`config.mk`:
```
export PLATFORM = sky130hd
export DESIGN_NAME = three_level_reset_generator
export DESIGN_NICKNAME = d
export VERILOG_FILES = /design/src/verilog/reset_gen_pkg.sv /design/src/verilog/three_level_reset_generator.sv
export SDC_FILE = /design/constraint.sdc
export NUM_CORES = 1
export LEC_CHECK = 0
export CAP_MARGIN = 20
export CORE_AREA = 2 2 39 41
export CTS_BUF_LIST = sky130_fd_sc_hd__clkbuf_16
export DETAILED_ROUTE_END_ITERATION = 6
export DIE_AREA = 0 0 41 43
export DONT_BUFFER_PORTS = 1
export GPL_ROUTABILITY_DRIVEN = 0
export HOLD_SLACK_MARGIN = 0.12
export PLACE_DENSITY = 0.52
export SLEW_MARGIN = 20
export SYNTH_ARGS = -nofsm -noshare
export SYNTH_HDL_FRONTEND = slang
export SYNTH_SLANG_ARGS = --single-unit
```
`constraint.sdc`:
```
create_clock -name CLK_SYS -period 1.75 [get_ports CLK_SYS]
set_clock_uncertainty 0.2 [all_clocks]
set_input_delay 0.0875 -clock CLK_SYS [delete_from_list [all_inputs] [get_ports CLK_SYS]]
set_output_delay 0.0875 -clock CLK_SYS [all_outputs]
set_load 0.01 [all_outputs]
```
`src/verilog/reset_gen_pkg.sv`:
```
// package: constants and carriers for the three level reset generator
package reset_gen_pkg;

    // ----------------------------------------
    // timing counts
    // ----------------------------------------
    localparam int unsigned SYS_CLK_HZ = 40000000;
    localparam int unsigned MIN_HOLD_CYCLES = 1;
    localparam int unsigned SYNC_STAGES = 3;

    // ----------------------------------------
    // watchdog and pin modes and reset values
    // ----------------------------------------
    typedef enum logic [0:0] {
        WDOG_MODE_WATCHDOG,
        WDOG_MODE_INTERVAL
    } wdog_mode_t;

    localparam logic PIN_MODE_RESET = 1'b0;
    localparam logic PIN_MODE_NMI = 1'b1;
    localparam logic PIN_MODE_RST_VAL = PIN_MODE_RESET;
    localparam wdog_mode_t WDOG_MODE_RST_VAL = WDOG_MODE_WATCHDOG;
    localparam logic WDOG_RUN_RST_VAL = 1'b1;

    // ----------------------------------------
    // carriers
    // ----------------------------------------
    typedef struct packed {
        logic deep_sleep_with_clock_wake;
        logic deep_sleep_full_off_wake;
        logic supervisor_low;
        logic supervisor_enable;
        logic sw_full_req;
    } full_src_t;

    typedef struct packed {
        logic wdog_expired;
        logic wdog_pw_violation;
        logic nvm_pw_violation;
        logic pmm_pw_violation;
        logic periph_fetch;
    } soft_src_t;

    typedef struct packed {
        logic full_device_reset;
        logic middle_reset;
        logic soft_clear_reset;
    } reset_levels_t;

endpackage : reset_gen_pkg

```
`src/verilog/three_level_reset_generator.sv`:
```
// module: three nested reset levels from pin, power, supervisor, watchdog and software sources
// Operation
// - full device reset only from power-up, reset pin, deep-sleep wake, supervisor, software.
// - full device reset always asserts middle reset; never the reverse.
// - middle reset from full device reset or software request only.
// - middle reset always asserts soft-clear reset; never the reverse.
// - soft-clear reset on watchdog, memory controller or power module password violation.
// - soft-clear on watchdog expiry only in watchdog mode.
// - soft-clear on instruction fetch from peripheral address region.
// - pulse bits store nothing; a written one makes one pulse; reads zero.
// - each register bit initialises on its designated reset level.
// - after full device reset the reset/NMI pin is in reset mode.
// - after full device reset the watchdog runs in watchdog mode.
`timescale 1ns/100ps
module three_level_reset_generator
    import reset_gen_pkg::*;
#(
    // synchroniser depth and minimum hold of each level
    parameter int unsigned SYNC_DEPTH = SYNC_STAGES,
    parameter int unsigned HOLD_CYCLES = MIN_HOLD_CYCLES
)
(
    // clock and power-up reset
    input wire logic CLK_SYS,
    input wire logic RESETN,
    // external reset pin, asynchronous
    input wire logic RST_PIN_N,
    // full device reset sources
    input wire full_src_t FULL_SRC,
    // middle reset software pulse write
    input wire logic SW_MID_WR,
    input wire logic SW_MID_DATA,
    // soft-clear sources
    input wire soft_src_t SOFT_SRC,
    // configuration writes, pin mode reset by full device level, watchdog bits by soft-clear level
    input wire logic PIN_MODE_WR,
    input wire logic PIN_MODE_DATA,
    input wire logic WDOG_MODE_WR,
    input wire wdog_mode_t WDOG_MODE_DATA,
    input wire logic WDOG_RUN_WR,
    input wire logic WDOG_RUN_DATA,
    // reset levels
    output reset_levels_t RESETS,
    output logic SW_MID_PULSE,
    output logic SW_MID_RDATA,
    // configuration state
    output logic PIN_MODE,
    output wdog_mode_t WDOG_MODE,
    output logic WDOG_RUN
);

    // ----------------------------------------
    // reset pin synchroniser
    // ----------------------------------------
    // release of RESETN near an edge only keeps a level up one cycle longer,
    // so the reset input needs no synchroniser of its own
    logic [SYNC_DEPTH-1:0] pin_sync_reg;
    logic pin_stable;
    logic pin_low_reg;

    // the pin idles high, so the stages start high and no false press follows reset
    always_ff @(posedge CLK_SYS or negedge RESETN) begin
        if (!RESETN) begin
            pin_sync_reg <= '1;
        end else begin
            pin_sync_reg <= {pin_sync_reg[SYNC_DEPTH-2:0], RST_PIN_N};
        end
    end

    // a change counts only once the second and third stages agree
    assign pin_stable = (pin_sync_reg[SYNC_DEPTH-2] == pin_sync_reg[SYNC_DEPTH-1]);

    always_ff @(posedge CLK_SYS or negedge RESETN) begin
        if (!RESETN) begin
            pin_low_reg <= 1'b0;
        end else if (pin_stable) begin
            pin_low_reg <= ~pin_sync_reg[SYNC_DEPTH-1];
        end
    end

    // ----------------------------------------
    // configuration state and reset levels
    // ----------------------------------------
    logic pin_mode_reg;
    wdog_mode_t wdog_mode_reg;
    logic wdog_run_reg;
    logic [2:0] lvl_req;
    logic [2:0] lvl_now;
    reset_levels_t levels;

    // ----------------------------------------
    // full device reset sources
    // ----------------------------------------
    logic full_req;
    logic pin_full_req;
    logic wake_full_req;
    logic supervisor_full_req;
    logic sw_full_req;

    // pin only resets while in reset mode; in nmi mode it is ignored here
    assign pin_full_req = pin_low_reg && (pin_mode_reg == PIN_MODE_RESET);
    assign wake_full_req = FULL_SRC.deep_sleep_with_clock_wake || FULL_SRC.deep_sleep_full_off_wake;
    assign supervisor_full_req = FULL_SRC.supervisor_low && FULL_SRC.supervisor_enable;
    assign sw_full_req = FULL_SRC.sw_full_req;
    assign full_req = pin_full_req || wake_full_req || supervisor_full_req || sw_full_req;

    // ----------------------------------------
    // middle reset pulse bit
    // ----------------------------------------
    logic mid_req;

    // no storage behind the bit, so a read can never return a stale one
    assign SW_MID_PULSE = SW_MID_WR && SW_MID_DATA;
    assign SW_MID_RDATA = 1'b0;
    assign mid_req = full_req || SW_MID_PULSE;

    // ----------------------------------------
    // soft-clear sources
    // ----------------------------------------
    logic soft_req;
    logic pw_soft_req;
    logic wdog_soft_req;
    logic fetch_soft_req;

    assign pw_soft_req = SOFT_SRC.wdog_pw_violation || SOFT_SRC.nvm_pw_violation
                       || SOFT_SRC.pmm_pw_violation;
    // expiry in interval mode is only a timer tick, never a reset
    assign wdog_soft_req = SOFT_SRC.wdog_expired && (wdog_mode_reg == WDOG_MODE_WATCHDOG);
    assign fetch_soft_req = SOFT_SRC.periph_fetch;
    assign soft_req = mid_req || pw_soft_req || wdog_soft_req || fetch_soft_req;

    // ----------------------------------------
    // reset level flops
    // ----------------------------------------
    // registered so each level lasts a full cycle and drops on a clock edge; the
    // hold count is equal for all levels, so the lower ones never drop first
    localparam int unsigned HOLD_W = (HOLD_CYCLES > 1) ? $clog2(HOLD_CYCLES) : 1;
    localparam logic [HOLD_W-1:0] HOLD_LOAD = HOLD_W'(HOLD_CYCLES - 1);

    // index 2 is the full level, 1 the middle, 0 soft-clear, as in the carrier
    assign lvl_req = {full_req, mid_req, soft_req};

    for (genvar lvl = 0; lvl < 3; lvl++) begin : g_level
        logic level_reg;
        logic [HOLD_W-1:0] hold_cnt_reg;

        always_ff @(posedge CLK_SYS or negedge RESETN) begin
            if (!RESETN) begin
                hold_cnt_reg <= '0;
            end else if (lvl_req[lvl]) begin
                hold_cnt_reg <= HOLD_LOAD;
            end else if (hold_cnt_reg != '0) begin
                hold_cnt_reg <= hold_cnt_reg - 1'b1;
            end
        end

        // raised at once, dropped only when the hold count has run out
        always_ff @(posedge CLK_SYS or negedge RESETN) begin
            if (!RESETN) begin
                level_reg <= 1'b1;
            end else begin
                level_reg <= lvl_req[lvl] || (hold_cnt_reg != '0);
            end
        end

        assign lvl_now[lvl] = level_reg;
    end

    assign levels = reset_levels_t'(lvl_now);
    assign RESETS = levels;

    // ----------------------------------------
    // configuration bits
    // ----------------------------------------
    logic pin_mode_wr_ok;
    logic wdog_mode_wr_ok;
    logic wdog_run_wr_ok;

    // a write in a cycle where the bit's own reset level stands is dropped
    assign pin_mode_wr_ok = PIN_MODE_WR && !levels.full_device_reset;
    assign wdog_mode_wr_ok = WDOG_MODE_WR && !levels.soft_clear_reset;
    assign wdog_run_wr_ok = WDOG_RUN_WR && !levels.soft_clear_reset;

    // pin mode initialises on the full device reset level
    always_ff @(posedge CLK_SYS or negedge RESETN) begin
        if (!RESETN) begin
            pin_mode_reg <= PIN_MODE_RST_VAL;
        end else if (levels.full_device_reset) begin
            pin_mode_reg <= PIN_MODE_RST_VAL;
        end else if (pin_mode_wr_ok) begin
            pin_mode_reg <= PIN_MODE_DATA;
        end
    end

    // watchdog mode and run initialise on soft-clear, so any reset restarts it
    always_ff @(posedge CLK_SYS or negedge RESETN) begin
        if (!RESETN) begin
            wdog_mode_reg <= WDOG_MODE_RST_VAL;
        end else if (levels.soft_clear_reset) begin
            wdog_mode_reg <= WDOG_MODE_RST_VAL;
        end else if (wdog_mode_wr_ok) begin
            wdog_mode_reg <= WDOG_MODE_DATA;
        end
    end

    always_ff @(posedge CLK_SYS or negedge RESETN) begin
        if (!RESETN) begin
            wdog_run_reg <= WDOG_RUN_RST_VAL;
        end else if (levels.soft_clear_reset) begin
            wdog_run_reg <= WDOG_RUN_RST_VAL;
        end else if (wdog_run_wr_ok) begin
            wdog_run_reg <= WDOG_RUN_DATA;
        end
    end

    // ----------------------------------------
    // configuration outputs
    // ----------------------------------------
    assign PIN_MODE = pin_mode_reg;
    assign WDOG_MODE = wdog_mode_reg;
    assign WDOG_RUN = wdog_run_reg;

endmodule : three_level_reset_generator
```
# After elaboration in Yosys (flattened, before gate mapping)
# Cells that the tools add are included.
# totals
register_bits	13
input_bits	21
output_inout_bits	8
word_cells	55
# classes
addsub	3
n_eq_ne	1
n_mux	12
n_bitwise	3
reduce_logical	25
# op_table
cell	count
$logic_or 1x1->1	13
$mux 1	12
$logic_and 1x1->1	7
$reduce_bool 2->1	3
$not 1->1	3
$sub 1x1->1 const B	3
$logic_not 1->1	2
$eq 1x1->1	1

# Longest topological paths before layout
# depth
word_depth	10
depth_mapped	3
mapped_depth_nobuf	3

# Least setup slack after synthesis
# OpenSTA, ideal clock, no wires.
# synth_timing
path_kind	register -> register
startpoint	reg pin_mode_reg, in the netlist PIN_MODE
endpoint	reg g_level[0].level_reg
setup_time_ps	99
arrival_time_ps	883
setup_slack_ps	568
stages_incl_launch_ff	4
path_buffers	0
period_less_slack_ps	1182
path_cell_list	dfrtp_1 -> inv_1 -> a221oi_2 -> o2111ai_1
# synth_between
elab_chain_len	10
# synth_rtl
element	line	rtl
start: declaration	three_level_reset_generator.sv:84	logic pin_mode_reg;
start signal: assignment	three_level_reset_generator.sv:187	pin_mode_reg <= PIN_MODE_RST_VAL;
start signal: assignment	three_level_reset_generator.sv:189	pin_mode_reg <= PIN_MODE_RST_VAL;
start signal: assignment	three_level_reset_generator.sv:191	pin_mode_reg <= PIN_MODE_DATA;
$not 1->1	three_level_reset_generator.sv:101	assign pin_full_req = pin_low_reg && (pin_mode_reg == PIN_MODE_RESET);
$logic_and 1x1->1	three_level_reset_generator.sv:101	
$logic_or 1x1->1 (3 in a row)	three_level_reset_generator.sv:105	assign full_req = pin_full_req || wake_full_req || supervisor_full_req || sw_full_req;
$logic_or 1x1->1	three_level_reset_generator.sv:115	assign mid_req = full_req || SW_MID_PULSE;
$logic_or 1x1->1 (3 in a row)	three_level_reset_generator.sv:130	assign soft_req = mid_req || pw_soft_req || wdog_soft_req || fetch_soft_req;
net soft_req	three_level_reset_generator.sv:120	logic soft_req;
$logic_or 1x1->1	three_level_reset_generator.sv:162	level_reg <= lvl_req[lvl] || (hold_cnt_reg != '0);
end signal: assignment	three_level_reset_generator.sv:162	
end: declaration	three_level_reset_generator.sv:144	logic level_reg;
# The timed path passes the listed nets, and every way through them passes these cells.
# A chain may end at the register's enable or synchronous reset.

==> impl_results.md <==
* Post-route minimum period at around 1600 ps
* RSZ-0062 raised after global routing: no
* YS warnings at 0
* Hold buffers post-CTS at 20
* # diodes at 0
* Clk buf depth at 2
* FMAX at around 0.63 GHz
* Tightest Hold Check Type: flop to flop
* GRT overflow at 0
* Rows at 14
* Largest net degree at the start of global routing at 11
* Crit start category: flop
* Slowest cell on crit path: dlygate4sd3_1
* Worst path cell trace: nor2b_1 > a211o_1 > dlygate4sd3_1
* Final Hold Fails at 0
* CP Max Fanout at 2
* H-Tree Depth at 1
* Core area at about 0.0014 mm2
* Final period util at 0.905
* Syn Area/Cell at roughly 12 um2
* Setup violators final at 0
* Setup crit end kind: flop
* Clock transition at path regs at 40 ps
* Initial antenna violation count at 0
* Peak supply drop at about 0.56 mV
* Vias per cell at about 4.4
* Area of the multi-input gates at 103 um2
* Total Wirelength at approximately 890 um
* Number of buffers created by CTS at 3
* Cells after Synth at 34
* Total GRT Usage at 0.122
* Sequential area share after synthesis at 0.637
* Setup ws final at 166 ps
* Vias in the first global route at 358
* Synth cell types at 15
* Post-CTS setup buffers at 0
* DIE AREA at approximately 0.0018 mm2
* Fraction of layout cells with a size suffix above 1 at 0.204
* Die Wd at 41 um
* Antenna viol nets, final at 0
* FF+latch count, synth at 10
* Clk sinks at 10
* CTS tree: yes
* Avg WL per Cell at 12.7 um
* Initial core utilization at 0.294
* Iter 0 DRT Violations at 3
* Final #Nets at 76
* CP max stage delay at roughly 550 ps
* Max_cap viols at 0
* CP required at around 1700 ps
* # IOs at 29
* CP Class: flop to flop
* Die Span Y at between 40 and 50 um
* Crit path DAT at around 1500 ps
* Pleak at between 0.2 and 0.3 nW
* Routed vias at around 310
* Setup_tns at 0 ps
* Port bufs at 0
* Drt drc at 0
* Status: finished clean
* # fillers at roughly 120
* Fin. max-slew vios at 0
* Root Buffer: clkbuf_16
* First-pass GRT wire length at roughly 1400 um
* DP Worst Slack at 449 ps
* CTS resizes at 0
* Hpwl dp at 552 um
* Synth-to-Final Area Change at 66.2%
* Syn_nets at between 50 and 60
* Power Density at around 1000 mW/mm2
* Storage element area at around 260 um2
* Clk Latency, worst-skew pair at between 200 and 250 ps
* DRT Pass-1 Iters at 2
* Synthesized cell area at ~410 um2
==> layout by cell type, fill, tap and decap left out, drive strengths merged, types with 2 or more instances in the layout <==
| cell | synthesis | layout |
|---|---|---|
| dlygate4sd3 | 0 | 20 |
| dfstp | 7 | 7 |
| inv | 4 | 4 |
| nand2 | 4 | 4 |
| dfrtp | 3 | 3 |
| clkbuf | 0 | 3 |
| mux2i | 2 | 2 |
| nor2 | 2 | 2 |
==> worst max-delay path: cells and delay by family (launching register included) <==
family,cells,cell delay (ps)
DFF,1,380
and+or+nand+nor,1,120
AOI/OAI and AO/OA,1,250
buffers and inverters,1,550
==> report_power, final <==
| group | total (mW) | internal, mW | switching [mW] |
|---|---|---|---|
| combinational | 0.0510 | 0.0332 | 0.0178 |
| clock | 0.405 | 0.299 | 0.106 |
| sequential | 0.249 | 0.244 | 0.00504 |
==> cells in the mapped netlist <==
| master | number | share of area |
|---|---|---|
| or3_1 | 1 | 0.015 |
| nand2_1 | 4 | 0.037 |
| o2111ai_1 | 1 | 0.022 |
| conb_1 | 1 | 0.0092 |
| mux2i_1 | 2 | 0.049 |
| nor2b_1 | 1 | 0.015 |
| dfrtp_1 | 3 | 0.18 |
| a221oi_2 | 1 | 0.037 |
| dfstp_2 | 7 | 0.45 |
| inv_1 | 4 | 0.037 |
| nor2_1 | 2 | 0.018 |
| a211o_1 | 1 | 0.022 |
| o21ai_0 | 1 | 0.012 |
| buf_4 | 4 | 0.074 |
| nor4_1 | 1 | 0.015 |
==> per-stage QoR <==
stage / power (mW) / hold WS [ps] / util / instance area [um2] / cells
global placement: 0.263 / -408 / 0.287 / 397 / 46
floorplan: 0.265 / -408 / - / 407 / 34
global route: 0.732 / 163 / 0.488 / 676 / 70
finish: 0.705 / 158 / 0.488 / 676 / 70
detailed placement: 0.265 / -408 / 0.287 / 397 / 46
CTS: 0.712 / 160 / 0.488 / 676 / 70
==> final timing paths <==
| kind | start | endpoint | slack [ps] | cells past startpoint |
|---|---|---|---|---|
| hold / removal | pin_sync_reg[0] | pin_sync_reg[1] | 160 | 0 |
| setup / recovery | WDOG_RUN | WDOG_RUN | 170 | 3 |
| min in group asynchronous | RESETN | pin_low_reg | 580 | 2 |
| max in group asynchronous | RESETN | g_level[0].level_reg | 420 | 2 |
| hold reg to reg | pin_sync_reg[0] | pin_sync_reg[1] | 160 | 0 |
| setup reg to reg | WDOG_RUN | WDOG_RUN | 170 | 3 |
==> metal layers <==
metal | vias to the layer above | track usage | routed length, um
met2 | 15 | 0.194 | 503
met5 | - | 0 | 0
met4 | 0 | 0.0933 | 19
met3 | 2 | 0.0628 | 66
li1 | 145 | - | -
met1 | 145 | 0.107 | 297
==> logic make-up (layout without fill, tap and decap cells) <==
kind of cell	after synthesis	count (layout)	share of synthesized area
flip-flops	10	10	0.637
AO/OA/AOI/OAI	4	4	0.0923
multiplexers	2	2	0.0492
AND/OR/NAND/NOR	9	9	0.102
other	1	1	0.00922
buffers and inverters	8	28	0.111
==> final cells by class <==
cell class,count,area share
Sequential cell,10,0.383
Multi-Input combinational cell,16,0.152
Clock inverter,1,0.00556
Clock buffer,3,0.111
Inverter,4,0.0222
Tap cell,16,0.0296
Timing Repair Buffer,20,0.296
Note: power is estimated with default switching activity, not from simulation.
